$ cat config.mk
export PLATFORM = sky130hd
export DESIGN_NAME = cold_guard
export DESIGN_NICKNAME = d
export VERILOG_FILES = /design/src/core/cold_guard_pkg.sv /design/src/core/cold_guard.sv
export SDC_FILE = /design/constraint.sdc
export NUM_CORES = 1
export LEC_CHECK = 0
export BUFFER_PORTS_ARGS = -buffer_cell sky130_fd_sc_hd__buf_2
export CAP_MARGIN = 20
export CORE_MARGIN = 10
export CORE_UTILIZATION = 62
export CTS_CLUSTER_DIAMETER = 150
export DETAILED_ROUTE_END_ITERATION = 8
export PLACE_DENSITY = 0.85
export SETUP_SLACK_MARGIN = 0.5
export SKIP_CTS_REPAIR_TIMING = 1
export SKIP_LAST_GASP = 1
export SLEW_MARGIN = 10
export SYNTH_ARGS = -nofsm -noshare
export SYNTH_HDL_FRONTEND = slang
export SYNTH_SLANG_ARGS = --single-unit
export TNS_END_PERCENT = 5
$ cat constraint.sdc
create_clock -name clk_i -period 5.47 [get_ports clk_i]
set_input_delay 0.2735 -clock clk_i [delete_from_list [all_inputs] [get_ports clk_i]]
set_output_delay 0.2735 -clock clk_i [all_outputs]
set_load 0.01 [all_outputs]
$ cat src/core/cold_guard_pkg.sv
package cold_guard_pkg;

  // Command codes on the management port
  localparam logic [7:0] CODE_WARN_THR  = 8'h52;
  localparam logic [7:0] CODE_FAULT_THR = 8'h53;
  localparam logic [7:0] CODE_REACTION  = 8'h54;

  // Reaction register fields
  localparam int RESP_MSB  = 7;
  localparam int RESP_LSB  = 6;
  localparam int RETRY_MSB = 5;
  localparam int RETRY_LSB = 3;
  localparam int DELAY_MSB = 2;
  localparam int DELAY_LSB = 0;

  localparam logic [1:0] RESP_IGNORE  = 2'h0;
  localparam logic [1:0] RESP_RUN_ON  = 2'h1;
  localparam logic [1:0] RESP_DISABLE = 2'h2;
  localparam logic [1:0] RESP_LATCH   = 2'h3;

  localparam logic [2:0] RETRY_NONE   = 3'h0;
  localparam logic [2:0] RETRY_FOREVER = 3'h7;

  // Reset values
  localparam logic [15:0] WARN_THR_RST  = 16'h0000;
  localparam logic [15:0] FAULT_THR_RST = 16'h0000;
  localparam logic [7:0]  REACTION_RST  = 8'h00;

  // Timing: one delay unit, derived from the 200 MHz clock
  localparam int CLK_PERIOD_PS = 5000;
  localparam int UNIT_TIME_NS  = 1000;
  localparam int UNIT_CYCLES   = (UNIT_TIME_NS * 1000) / CLK_PERIOD_PS;
  localparam int MAX_UNITS     = 128;

  typedef enum logic [2:0] {
    ST_RUN     = 3'h0,
    ST_HOLD    = 3'h1,
    ST_OFFWAIT = 3'h3,
    ST_TRY     = 3'h2,
    ST_LATCHED = 3'h6,
    ST_STANDBY = 3'h7
  } guard_state_t;

endpackage : cold_guard_pkg

$ cat src/core/cold_guard.sv
`timescale 1ns/1ps
module cold_guard #(
  parameter int UNIT_CYCLES = cold_guard_pkg::UNIT_CYCLES
) (
  input  wire logic        clk_i,
  input  wire logic        rst_n_i,
  input  wire logic        cmd_valid_i,
  input  wire logic        cmd_write_i,
  input  wire logic [7:0]  cmd_code_i,
  input  wire logic [15:0] cmd_wdata_i,
  input  wire logic        clear_faults_i,
  input  wire logic        clear_status_i,
  input  wire logic        ctrl_pin_i,
  input  wire logic        operation_on_i,
  input  wire logic [15:0] temp_i,
  output logic [15:0]      rdata_o,
  output logic             rvalid_o,
  output logic             cmd_err_o,
  output logic             power_enable_o,
  output logic             warn_flag_o,
  output logic             fault_flag_o
);

  localparam int CW = $clog2(cold_guard_pkg::MAX_UNITS * UNIT_CYCLES + 1);

  // A one-cycle delay would underflow the reload count between restart attempts
  if (UNIT_CYCLES < 2) begin : g_bad_unit
    $error("UNIT_CYCLES must be at least two");
  end

  cold_guard_pkg::guard_state_t state_q, state_d;
  logic [15:0]   warn_thr_q, warn_thr_d;
  logic [15:0]   fault_thr_q, fault_thr_d;
  logic [7:0]    reaction_q, reaction_d;
  logic [15:0]   rdata_q, rdata_d;
  logic          rvalid_q, rvalid_d;
  logic          err_q, err_d;
  logic          warn_q, warn_d;
  logic          fault_q, fault_d;
  logic          pwr_q, pwr_d;
  logic [CW-1:0] cnt_q, cnt_d;
  logic [2:0]    att_q, att_d;
  logic [2:0]    sync_q;
  logic          ctrl_q, ctrl_d;

  logic [1:0]    resp;
  logic [2:0]    retry;
  logic [2:0]    delay_n;
  logic [CW-1:0] delay_len;
  logic          below_warn;
  logic          below_fault;
  logic          on_cmd;
  logic          clr_any;
  logic          wr_hit;

  assign resp      = reaction_q[cold_guard_pkg::RESP_MSB:cold_guard_pkg::RESP_LSB];
  assign retry     = reaction_q[cold_guard_pkg::RETRY_MSB:cold_guard_pkg::RETRY_LSB];
  assign delay_n   = reaction_q[cold_guard_pkg::DELAY_MSB:cold_guard_pkg::DELAY_LSB];
  assign delay_len = CW'(UNIT_CYCLES) << delay_n;
  assign below_warn  = $signed(temp_i) < $signed(warn_thr_q);
  assign below_fault = $signed(temp_i) < $signed(fault_thr_q);
  assign on_cmd  = ctrl_q & operation_on_i;
  assign clr_any = clear_faults_i | clear_status_i;
  assign wr_hit  = cmd_valid_i & cmd_write_i;

  // Pin synchroniser: a change counts once stages two and three agree
  always_comb begin
    ctrl_d = ctrl_q;
    if (sync_q[1] == sync_q[2]) begin
      ctrl_d = sync_q[2];
    end
  end

  always_ff @(posedge clk_i) begin
    if (!rst_n_i) begin
      sync_q <= 3'h0;
      ctrl_q <= 1'b0;
    end else begin
      sync_q <= {sync_q[1:0], ctrl_pin_i};
      ctrl_q <= ctrl_d;
    end
  end

  // Register access over the management command port
  always_comb begin
    warn_thr_d  = warn_thr_q;
    fault_thr_d = fault_thr_q;
    reaction_d  = reaction_q;
    rdata_d     = rdata_q;
    rvalid_d    = 1'b0;
    err_d       = 1'b0;
    if (cmd_valid_i) begin
      case (cmd_code_i)
        cold_guard_pkg::CODE_WARN_THR: begin
          if (cmd_write_i) warn_thr_d = cmd_wdata_i;
          rdata_d = warn_thr_q;
        end
        cold_guard_pkg::CODE_FAULT_THR: begin
          if (cmd_write_i) fault_thr_d = cmd_wdata_i;
          rdata_d = fault_thr_q;
        end
        cold_guard_pkg::CODE_REACTION: begin
          if (cmd_write_i) reaction_d = cmd_wdata_i[7:0];
          rdata_d = {8'h00, reaction_q};
        end
        default: begin
          rdata_d = 16'h0000;
          err_d   = 1'b1;
        end
      endcase
      if (!cmd_write_i) rvalid_d = 1'b1;
      else rdata_d = rdata_q;
    end
  end

  always_ff @(posedge clk_i) begin
    if (!rst_n_i) begin
      warn_thr_q  <= cold_guard_pkg::WARN_THR_RST;
      fault_thr_q <= cold_guard_pkg::FAULT_THR_RST;
      reaction_q  <= cold_guard_pkg::REACTION_RST;
      rdata_q     <= 16'h0000;
      rvalid_q    <= 1'b0;
      err_q       <= 1'b0;
    end else begin
      warn_thr_q  <= warn_thr_d;
      fault_thr_q <= fault_thr_d;
      reaction_q  <= reaction_d;
      rdata_q     <= rdata_d;
      rvalid_q    <= rvalid_d;
      err_q       <= err_d;
    end
  end

  // Sticky status: a new event wins over a clear in the same cycle
  always_comb begin
    warn_d  = (warn_q & ~clr_any) | below_warn;
    fault_d = (fault_q & ~clr_any) | below_fault;
  end

  // Fault reaction sequencer
  always_comb begin
    state_d = state_q;
    cnt_d   = (cnt_q != '0) ? cnt_q - CW'(1) : cnt_q;
    att_d   = att_q;
    if (!on_cmd) begin
      state_d = cold_guard_pkg::ST_STANDBY;
      att_d   = 3'h0;
    end else begin
      case (state_q)
        cold_guard_pkg::ST_RUN: begin
          att_d = 3'h0;
          if (below_fault) begin
            case (resp)
              cold_guard_pkg::RESP_IGNORE: state_d = cold_guard_pkg::ST_RUN;
              cold_guard_pkg::RESP_RUN_ON: begin
                state_d = cold_guard_pkg::ST_HOLD;
                cnt_d   = delay_len - CW'(1);
              end
              cold_guard_pkg::RESP_DISABLE: begin
                state_d = cold_guard_pkg::ST_OFFWAIT;
                cnt_d   = delay_len - CW'(1);
              end
              default: state_d = cold_guard_pkg::ST_LATCHED;
            endcase
          end
        end
        cold_guard_pkg::ST_HOLD: begin
          if (cnt_q == '0) begin
            if (below_fault) begin
              state_d = cold_guard_pkg::ST_OFFWAIT;
              cnt_d   = delay_len - CW'(1);
            end else begin
              state_d = cold_guard_pkg::ST_RUN;
            end
          end
        end
        cold_guard_pkg::ST_OFFWAIT: begin
          if (retry == cold_guard_pkg::RETRY_NONE) begin
            state_d = cold_guard_pkg::ST_LATCHED;
          end else if (cnt_q == '0) begin
            state_d = cold_guard_pkg::ST_TRY;
            if (retry != cold_guard_pkg::RETRY_FOREVER) att_d = att_q + 3'h1;
          end
        end
        cold_guard_pkg::ST_TRY: begin
          if (!below_fault) begin
            state_d = cold_guard_pkg::ST_RUN;
          end else if (retry != cold_guard_pkg::RETRY_FOREVER && att_q >= retry) begin
            state_d = cold_guard_pkg::ST_LATCHED;
          end else begin
            state_d = cold_guard_pkg::ST_OFFWAIT;
            cnt_d   = delay_len - CW'(1) - CW'(1);
          end
        end
        cold_guard_pkg::ST_LATCHED: begin
          if (clr_any) state_d = cold_guard_pkg::ST_RUN;
        end
        cold_guard_pkg::ST_STANDBY: begin
          state_d = cold_guard_pkg::ST_RUN;
        end
        default: state_d = cold_guard_pkg::ST_STANDBY;
      endcase
    end
    pwr_d = (state_d == cold_guard_pkg::ST_RUN) || (state_d == cold_guard_pkg::ST_HOLD) ||
            (state_d == cold_guard_pkg::ST_TRY);
  end

  always_ff @(posedge clk_i) begin
    if (!rst_n_i) begin
      state_q <= cold_guard_pkg::ST_STANDBY;
      cnt_q   <= '0;
      att_q   <= 3'h0;
      pwr_q   <= 1'b0;
      warn_q  <= 1'b0;
      fault_q <= 1'b0;
    end else begin
      state_q <= state_d;
      cnt_q   <= cnt_d;
      att_q   <= att_d;
      pwr_q   <= pwr_d;
      warn_q  <= warn_d;
      fault_q <= fault_d;
    end
  end

  assign rdata_o        = rdata_q;
  assign rvalid_o       = rvalid_q;
  assign cmd_err_o      = err_q;
  assign power_enable_o = pwr_q;
  assign warn_flag_o    = warn_q;
  assign fault_flag_o   = fault_q;
endmodule : cold_guard

Yosys cells after proc, flatten, opt, wreduce, memory -nomap -nowiden
Index checks and enable logic that the tools add are counted.
- $add $sub $neg: 4
- magnitude comparators: 3
- equality and inequality tests: 17
- shifts and indexed selects: 1
- mux-type cells: 27
- bitwise logic cells: 8
- reductions and logical operators: 19
- operators by type and width (cell ; number):
    $mux W15 ; 8
    $pmux W16 S3 ; 1
    $pmux W15 S3 ; 1
    $sub A15 B1 Y15 const B ; 3
    $mux W3 ; 11
    $lt A16 B16 Y1 ; 2
    $eq A8 B7 Y1 const B ; 3
    $pmux W3 S6 ; 1
    $logic_not A15 Y1 ; 1
    $reduce_bool A15 Y1 ; 1
    $shl A8 B3 Y15 const A ; 1
    $eq A3 B2 Y1 const B ; 3
    $logic_not A3 Y1 ; 3
    $pmux W3 S3 ; 1
    $reduce_and A3 Y1 ; 3
    $eq A3 B1 Y1 const B ; 2
    $eq A3 B3 Y1 const B ; 2
    $ne A2 B2 Y1 const B ; 3
    $pmux W3 S2 ; 1
    $reduce_and A2 Y1 ; 3
    $reduce_and A4 Y1 ; 1
    $add A3 B1 Y3 const B ; 1
    $and A1 B1 Y1 ; 3
    $ge A3 B3 Y1 ; 1
    other kinds (14) ; 19
- register bits: 86
- input port bits: 48
- output and inout bits: 21
- logic and storage cells: 93

Depth between registers and ports, before layout
Gate-level depths: netlist of run 1.
- depth after elaboration: 9
- depth in mapped cells: 12
- gate-level depth less buffers: 10

Least setup slack after synthesis of run 1
OpenSTA, ideal clock, no wires.
- path type: register -> register
- from: register cnt_q[0]
- to: register state_q[0]
- arrival time: 2166 ps
- required time: 5350 ps
- setup slack: 3184 ps
- stages on the path, launching flop included: 11
- buffers on the path: 2
- clock period less this slack: 2286 ps
- path through: dfxtp_1 > inv_1 > ha_1 > or3b_2 > clkbuf_1 > nor4_4 > buf_2 > a21oi_1 > o31ai_2 > o221ai_2 > or2_1
- cells in the longest elaborated chain, start to end: 5
- elaborated cells on any way between the ends: 6
- those cells by class: mux: 5; reduce/logical: 1
- RTL lines (item ; RTL line ; text):
    from (decl) ; cold_guard.sv:41 ; logic [CW-1:0] cnt_q, cnt_d;
    from (signal assigned) ; cold_guard.sv:218 ; cnt_q <= cnt_d;
    $logic_not A15 Y1 * ; cold_guard.sv:168, cold_guard.sv:180 ;
    $mux W3 ; cold_guard.sv:180 ; end else if (cnt_q == '0) begin
    $mux W3 ; cold_guard.sv:178 ; if (retry == cold_guard_pkg::RETRY_NONE) begin
    $pmux W3 S6 * ; cold_guard.sv:149 ; case (state_q)
    $mux W3 * ; cold_guard.sv:145 ; if (!on_cmd) begin
    to (signal assigned) ; cold_guard.sv:210 ; state_q <= cold_guard_pkg::ST_STANDBY;
    to (signal assigned) ; cold_guard.sv:217 ; state_q <= state_d;
    to (decl) ; cold_guard.sv:31 ; cold_guard_pkg::guard_state_t state_q, state_d;
Every way passes the cells marked *; elsewhere a longest branch is shown, timed or not.
A chain may end at the register's enable or synchronous reset.

Worst setup path in the final report of run 1
- from: register fault_thr_q[1]
- to: register cnt_q[8]
- cells in the longest elaborated chain, start to end: 5
- elaborated cells on any way between the ends: 7
- those cells by class: order compare: 1; mux: 6
- RTL lines (item ; RTL line ; text):
    from (decl) ; cold_guard.sv:33 ; logic [15:0] fault_thr_q, fault_thr_d;
    from (signal assigned) ; cold_guard.sv:119 ; fault_thr_q <= cold_guard_pkg::FAULT_THR_RST;
    from (signal assigned) ; cold_guard.sv:126 ; fault_thr_q <= fault_thr_d;
    $lt A16 B16 Y1 * ; cold_guard.sv:61 ; assign below_fault = $signed(temp_i) < $signed(fault_thr_q);
    $mux W15 ; cold_guard.sv:169 ; if (below_fault) begin
    $mux W15 ; cold_guard.sv:168 ; if (cnt_q == '0) begin
    $pmux W15 S3 * ; cold_guard.sv:149 ;
    $mux W15 * ; cold_guard.sv:145 ;
Marks and branches as above.

==> results of run 1 <==
## power groups by stage
stage	sequential (mW)	clock, mW	combinational, mW
6_report	0.727	0.488	0.461
5_1_grt	0.736	0.513	0.506
4_1_cts	0.726	0.491	0.457
3_5_place_dp	0.739	0	0.451
3_3_place_gp	0.736	0	0.439
2_1_floorplan	0.730	0	0.382
## state kept, by name, summed over array words and instances, names as in the netlist, 3 cells and up
signal and flops:
cnt_q 15, warn_thr_q 16, reaction_q 8, state_q 3
att_q 3, sync_q 3, rdata_o 16, fault_thr_q 16
## area by class of cell
class | instances | area (sq um)
fill | 623 | 2250
tap | 102 | 128
clock buffer | 10 | 128
clock inverter | 5 | 83.8
timing repair buffer | 72 | 370
inverter | 48 | 180
multi-input combinational | 460 | 2870
sequential | 86 | 1720
## cells by family after synthesis
group	count (synthesis)	share of synthesized area [%]
xor+xnor	19	3.38
mux	13	2.72
simple gates	237	22.4
flops	86	35.0
buf+inv	84	6.64
fa+ha+maj	43	10.9
compound gates	148	18.9
## metrics by stage
step	instance area [sq um]	hold WS (ns)	util, %	instances
5_1_grt	5480	0.144	70.9	783
3_3_place_gp	5260	0.415	68.0	766
2_1_floorplan	4920	0.392	-	630
4_1_cts	5470	0.130	70.8	782
3_5_place_dp	5260	0.420	68.1	767
6_report	5480	0.132	70.9	783
## worst max-delay path by stage
stage | slack (ns) | startpoint | endpoint
finish | 2.48 | fault_thr_q[1] | cnt_q[8]
global route | 2.28 | fault_thr_q[10] | cnt_q[7]
floorplan | 3.18 | cnt_q[0] | state_q[0]
detailed placement | 2.54 | temp_i[1] | cnt_q[8]
global placement | 2.74 | temp_i[1] | cnt_q[8]
CTS | 2.55 | fault_thr_q[1] | cnt_q[8]
## routing by layer
metal / global-route usage, % / vias up / wire length (microns) / share of wire, %
li1: - / 2279 / - / -
met1: 27.4 / 2128 / 5490 / 43
met2: 36.6 / 187 / 6330 / 49
met3: 3.48 / 20 / 895 / 6.9
met4: 6.97 / 0 / 171 / 1.3
met5: 0 / - / 0 / 0
## cells in the final DEF, fill, tap and decap left out, types with 10 or more instances in the layout
cell                       count
sky130_fd_sc_hd__nand2_1     112
sky130_fd_sc_hd__buf_2        68
sky130_fd_sc_hd__a211oi_1     13
sky130_fd_sc_hd__inv_1        47
sky130_fd_sc_hd__dfxtp_1      86
sky130_fd_sc_hd__mux2i_1      10
sky130_fd_sc_hd__o21ai_0      28
sky130_fd_sc_hd__nor2_1       36
sky130_fd_sc_hd__nor3_1       28
sky130_fd_sc_hd__xnor2_1      12
sky130_fd_sc_hd__nand3_1      13
sky130_fd_sc_hd__a21oi_1      66
sky130_fd_sc_hd__ha_1         43
==> reports/qor.log, run 1 <==
INFO  timing         period_minus_slack=2.99ns
INFO  power          vdd_drop_max=0.249mV
INFO  setup_path     worst-r2r-setup-slack=2.48ns
INFO  setup_path     worstPathBufferInverterCount=1
INFO  global_route   grt_use_total=21.6%
INFO  floorplanning  ioPinCount=69
INFO  clocking       clockBufferDepth=2
INFO  floorplanning  std_cell_rows=32
INFO  finish         area_growth=11.4%
INFO  clocking       cts_htree_levels=3
INFO  hold_path      min_delay_worst_endpoint=sync_q[0]
INFO  setup_path     reg2reg_depth=8
INFO  yosys          synth.cell_area=4920squm
INFO  timing         grt_setup_unrepaired=false
INFO  timing         finalCritPeriodShare=54.7%
INFO  timing         timing.final.setup_violations=0
INFO  yosys          post_synth_inst_count=630
INFO  yosys          synth-seq-area-share=35.0%
INFO  timing         final_hold_viol_count=0
INFO  setup_path     cp_cell_sequence=inv_1 -> ha_1 -> a2111oi_0 -> nand3b_1 -> a31oi_1 -> o2111ai_1 -> nor3_1 -> a311oi_1
INFO  yosys          post_synth_top_cells=sky130_fd_sc_hd__nand2_1, sky130_fd_sc_hd__dfxtp_1, sky130_fd_sc_hd__a21oi_1
INFO  power          totalPowerFinal=1.68mW
INFO  setup_path     reg2reg_to=cnt_q[8]
INFO  route          detailroute.via_count=4614
INFO  power          power_density=306nW/um^2
INFO  clocking       clock_tree.root_cell=sky130_fd_sc_hd__clkbuf_8
INFO  route          via_density=5.89
INFO  power          power.static_leakage=2.08nW
INFO  placed_design  hpwl=9830microns
INFO  finish         n_antenna_cell=0
INFO  timing         skew=0.0160ns
INFO  yosys          post-synth-top-count-cell=sky130_fd_sc_hd__nand2_1
INFO  floorplanning  die_w=109microns
INFO  power          power.share.clock=29.1%
INFO  clocking       clock_sink_count=86
INFO  hold_path      hold-path-cell-count=2
INFO  global_route   vias_in_the_first_global_route=4406
INFO  route          finalWirelength=12900microns
INFO  clocking       numCtsBuffers=9
INFO  clocking       clk_slew_on_worst_s_h_paths=0.09ns
INFO  setup_path     worst-path-stages=8
INFO  placed_design  place_ws=2.54ns
INFO  setup_path     worst_path_dominant_cell_family=compound AO/OA/AOI/OAI gates
INFO  yosys          synth_top_area_cell=sky130_fd_sc_hd__dfxtp_1
INFO  setup_path     worst_setup_path_start_kind=register
INFO  clocking       tritoncts=built
INFO  route          post-route-drc-count=0
INFO  run_status     status=completed
INFO  route          drt_iter0_markers=319
INFO  setup_path     crit_type=register to register
INFO  setup_path     crit-reg2reg-launch=fault_thr_q[1]
INFO  setup_path     timing.critical_path.slowest_stage_cell=sky130_fd_sc_hd__o2111ai_1
INFO  floorplanning  dieHeight=109microns
INFO  placed_design  globalplace.congestion=0.911
INFO  setup_path     required=5.73ns
INFO  power          share_comb_of_total_power=27.5%
INFO  timing         tightestPinTransition=1.01ns
INFO  yosys          synth.ff_latch_count=86
INFO  power          intPower=1.15mW
INFO  placed_design  number_of_buffer_cells_added_on_primary_ports=68
INFO  yosys          ys.flop_type=sky130_fd_sc_hd__dfxtp_1
INFO  global_route   grt_first_pass_wirelength=21100microns
INFO  timing         timing.final.ws_setup=2.48ns
INFO  timing         worst_slew_margin_rel=32.4%
INFO  global_route   grt_antenna_before_repair=0
INFO  floorplanning  start_util=63.6%
INFO  setup_path     cp_data_arrival_time=3.25ns
INFO  power          p_seq_share=43.4%
INFO  job            max_cap_violations=0
INFO  floorplanning  fp.coreArea=7730squm
INFO  power          p_switching=0.525mW
INFO  timing         timing.final.max_slew_violations=0
INFO  yosys          async_flop_share=0%
INFO  hold_path      holdCritPathClass=input pin to register
INFO  setup_path     timing.critical_path.slowest_cell_delay=0.86ns
INFO  route          detail-route-antenna-nets=0
INFO  setup_path     worstSetupEndpointType=register
INFO  route          drt_first_pass_iters=5
INFO  yosys          synth.yosys.warnings=0
INFO  global_route   grt_start_max_net_pins=57
INFO  clocking       worstSkewPairLatency=0.36ns
INFO  finish         layout-drive-gt1-share=14.8%
INFO  hold_path      hp-start=ctrl_pin_i
INFO  yosys          synth_edf_count=0
INFO  timing         max_clock_freq=334MHz
INFO  timing         tns=0ns
INFO  yosys          post-synth-top-area-fraction=35.0%
INFO  floorplanning  die_area=11900squm
INFO  yosys          synthesis.nets=721
INFO  yosys          avgSynthCellArea=7.81squm
INFO  yosys          ys_top_cells_by_area=sky130_fd_sc_hd__dfxtp_1, sky130_fd_sc_hd__ha_1, sky130_fd_sc_hd__nand2_1, sky130_fd_sc_hd__a21oi_1, sky130_fd_sc_hd__inv_1
INFO  setup_path     worstPathMaxFanout=12
INFO  finish         fin_nets=768
INFO  global_route   globalRouteOverflowTotal=0
INFO  yosys          synth.distinct_cells=59
INFO  route          route.detailed.wl_per_inst=16.4microns
INFO  power          fraction_of_power_spent_switching_nets=31.4%
Power figures use the tool's default switching activity.
==> inputs of run 2 (changes only) <==
--- a/config.mk
+++ b/config.mk
@@ -8,10 +8,10 @@
 export BUFFER_PORTS_ARGS = -buffer_cell sky130_fd_sc_hd__buf_2
 export CAP_MARGIN = 20
 export CORE_MARGIN = 10
-export CORE_UTILIZATION = 62
+export CORE_UTILIZATION = 52
 export CTS_CLUSTER_DIAMETER = 150
 export DETAILED_ROUTE_END_ITERATION = 8
-export PLACE_DENSITY = 0.85
+export PLACE_DENSITY = 0.76
 export SETUP_SLACK_MARGIN = 0.5
 export SKIP_CTS_REPAIR_TIMING = 1
 export SKIP_LAST_GASP = 1
==> constraint.sdc (replaced) <==
create_clock -name clk_i -period 2.5 [get_ports clk_i]
set_input_delay 0.125 -clock clk_i [delete_from_list [all_inputs] [get_ports clk_i]]
set_output_delay 0.125 -clock clk_i [all_outputs]
set_load 0.01 [all_outputs]
==> run 2 against run 1 <==
Net effect: count of clock-buffer cells in the layout rose by 1; global-route usage fell by 2.5 points; via count up 3.1%; critical endpoint is now cnt_q[0]; sequential power grew 120%.
==> reports/qor.log, run 2 (synthesized netlist as in run 1, its figures left out) <==
INFO  route          drt_first_pass_iters=4 [-1]
INFO  timing         timing.final.ws_setup=0.166ns [-2.31 ns]
INFO  clocking       numCtsBuffers=9 [unchanged]
INFO  global_route   grt_use_total=19.2% [-2.5 points]
INFO  power          power_density=652nW/um^2 [+110%]
INFO  clocking       clk_slew_on_worst_s_h_paths=0.09ns [about the same]
INFO  floorplanning  die_area=13700squm [+16%]
INFO  hold_path      hp-start=cmd_wdata_i[13]
INFO  global_route   vias_in_the_first_global_route=4473 [+1.5%]
INFO  timing         tightestPinTransition=0.673ns [-0.340 ns]
INFO  setup_path     reg2reg_to=cnt_q[0]
INFO  finish         final_core_util=66.2% [-4.7 points]
INFO  finish         stdcell_area=6120squm [+12%]
INFO  floorplanning  die_w=117microns [+7.5%]
INFO  route          via_density=5.66 [-3.9%]
INFO  global_route   grt_start_max_net_pins=36 [-37%]
INFO  clocking       clock_tree.root_cell=sky130_fd_sc_hd__clkbuf_8
INFO  finish         n_antenna_cell=0 [unchanged]
INFO  global_route   grt_first_pass_wirelength=21500microns [+2.3%]
INFO  placed_design  hpwl=9820microns [-0.11%]
INFO  setup_path     worst_setup_path_start_kind=register
INFO  clocking       clock_sink_count=86 [unchanged]
INFO  finish         fin_cells=840 [+7.3%]
INFO  finish         layout.area.seq=1740squm [+1.1%]
INFO  global_route   grt_antenna_before_repair=0 [unchanged]
INFO  setup_path     worst-r2r-setup-slack=0.17ns [-2.31 ns]
INFO  finish         fin_nets=798 [+3.9%]
INFO  finish         mostFrequentLayoutCells=sky130_fd_sc_hd__nand2_1, sky130_fd_sc_hd__dfxtp_1, sky130_fd_sc_hd__buf_2, sky130_fd_sc_hd__a21oi_1, sky130_fd_sc_hd__inv_1
INFO  route          post-route-drc-count=0 [unchanged]
INFO  finish         layout-drive-gt1-share=26.6% [+12 points]
INFO  finish         num-fill-cells=773 [+24%]
INFO  power          totalPowerFinal=3.99mW [+140%]
INFO  hold_path      holdCritPathClass=input pin to register
INFO  setup_path     reg2reg_depth=9 [+1]
INFO  timing         finalCritPeriodShare=93.4% [+39 points]
INFO  global_route   globalRouteOverflowTotal=0 [unchanged]
INFO  timing         final_hold_viol_count=0 [unchanged]
INFO  finish         area_growth=24.4%
INFO  clocking       worstSkewPairLatency=0.35ns [about the same]
INFO  timing         timing.final.max_slew_violations=0 [unchanged]
INFO  route          finalWirelength=13800microns [+7.4%]
INFO  finish         multiInputGateArea=3180squm [+11%]
INFO  floorplanning  std_cell_rows=35 [+9.4%]
INFO  finish         final_common_cell=sky130_fd_sc_hd__nand2_1
INFO  route          drt_iter0_markers=370 [+16%]
INFO  timing         finalHoldWorstSlack=0.00291ns [-0.129 ns]
INFO  placed_design  detailed_place.area=5440squm [+3.4%]
INFO  setup_path     worst_setup_path_startpoint=fault_thr_q[11]
INFO  setup_path     crit_type=register to register
INFO  floorplanning  fp.coreArea=9240squm [+20%]
INFO  timing         period_minus_slack=2.33ns [-0.657 ns]
INFO  timing         grt_setup_unrepaired=true
INFO  placed_design  dp.cells=811 [+5.7%]
INFO  clocking       cts_htree_levels=3 [unchanged]
INFO  setup_path     crit-reg2reg-launch=fault_thr_q[11]
INFO  hold_path      hold-path-cell-count=3 [+1]
INFO  setup_path     worstSetupEndpointType=register
INFO  floorplanning  start_util=53.2% [-10 points]
INFO  route          route.detailed.wl_per_inst=16.5microns [about the same]
INFO  timing         max_clock_freq=428MHz [+28%]
INFO  placed_design  globalplace.congestion=0.891 [-2.2%]
INFO  route          detail-route-antenna-nets=0 [unchanged]
INFO  clocking       clockBufferDepth=2 [unchanged]
INFO  placed_design  number_of_buffer_cells_added_on_primary_ports=68 [unchanged]
INFO  clocking       tritoncts=built
INFO  floorplanning  ioPinCount=69 [unchanged]
INFO  power          power.static_leakage=2.31nW [+11%]
INFO  route          detailroute.via_count=4757 [+3.1%]
INFO  setup_path     worstPathMaxFanout=4 [-8]
INFO  setup_path     required=2.72ns [-3.01 ns]
INFO  power          vdd_drop_max=0.388mV [+56%]
INFO  setup_path     cp_data_arrival_time=2.55ns [-0.70 ns]
INFO  timing         tns=0ns [unchanged]
INFO  job            max_cap_violations=0 [unchanged]
INFO  timing         skew=0.0130ns [-0.00299 ns]
INFO  timing         timing.final.setup_violations=0 [unchanged]
INFO  timing         worst_slew_margin_rel=55.1% [+23 points]
INFO  placed_design  place_ws=-0.00201ns [-2.54 ns]
INFO  hold_path      min_delay_worst_endpoint=fault_thr_q[13]
INFO  floorplanning  dieHeight=117microns [+7.5%]
INFO  run_status     status=completed
[run 2: how the worst max path moves through the flow]
stage,cells past startpoint,to
2_1_floorplan,7,state_q[0]
3_3_place_gp,9,cnt_q[3]
3_5_place_dp,9,cnt_q[5]
4_1_cts,9,cnt_q[5]
5_1_grt,9,cnt_q[0]
6_report,9,cnt_q[0]
[run 2: layout make-up]
type                            instances  area share (%)
Tap cell                              129            2.64
Multi-Input combinational cell        460            52.0
Inverter                               48            2.94
Clock buffer                           11            2.31
Timing Repair Buffer                  102            10.2
Clock inverter                          4            1.55
Sequential cell                        86            28.4
[run 2: where the power goes]
part / switching [mW] / total (mW) / leakage (nW) / internal, mW
clock: 0.495 / 1.18 / 0.119 / 0.685
sequential: 0.106 / 1.60 / 0.705 / 1.49
combinational: 0.606 / 1.22 / 1.49 / 0.609
[run 2: critical path, cell delays in order, from the launching register on]
cell and delay [ns]:
sky130_fd_sc_hd__dfxtp_2 0.34, sky130_fd_sc_hd__inv_1 0.06, sky130_fd_sc_hd__ha_4 0.27, sky130_fd_sc_hd__o21ai_0 0.09
sky130_fd_sc_hd__o211ai_1 0.36, sky130_fd_sc_hd__a21oi_2 0.12, sky130_fd_sc_hd__a31oi_4 0.29, sky130_fd_sc_hd__nor2_2 0.10
sky130_fd_sc_hd__a2111oi_1 0.39, sky130_fd_sc_hd__o32ai_1 0.16
[run 2: layer usage]
metal | global-route usage [%] | routed length, microns
met1 | 24.6 | 5950
met3 | 3.26 | 706
met2 | 31.9 | 6860
met4 | 6.26 | 313
met5 | 0 | 0
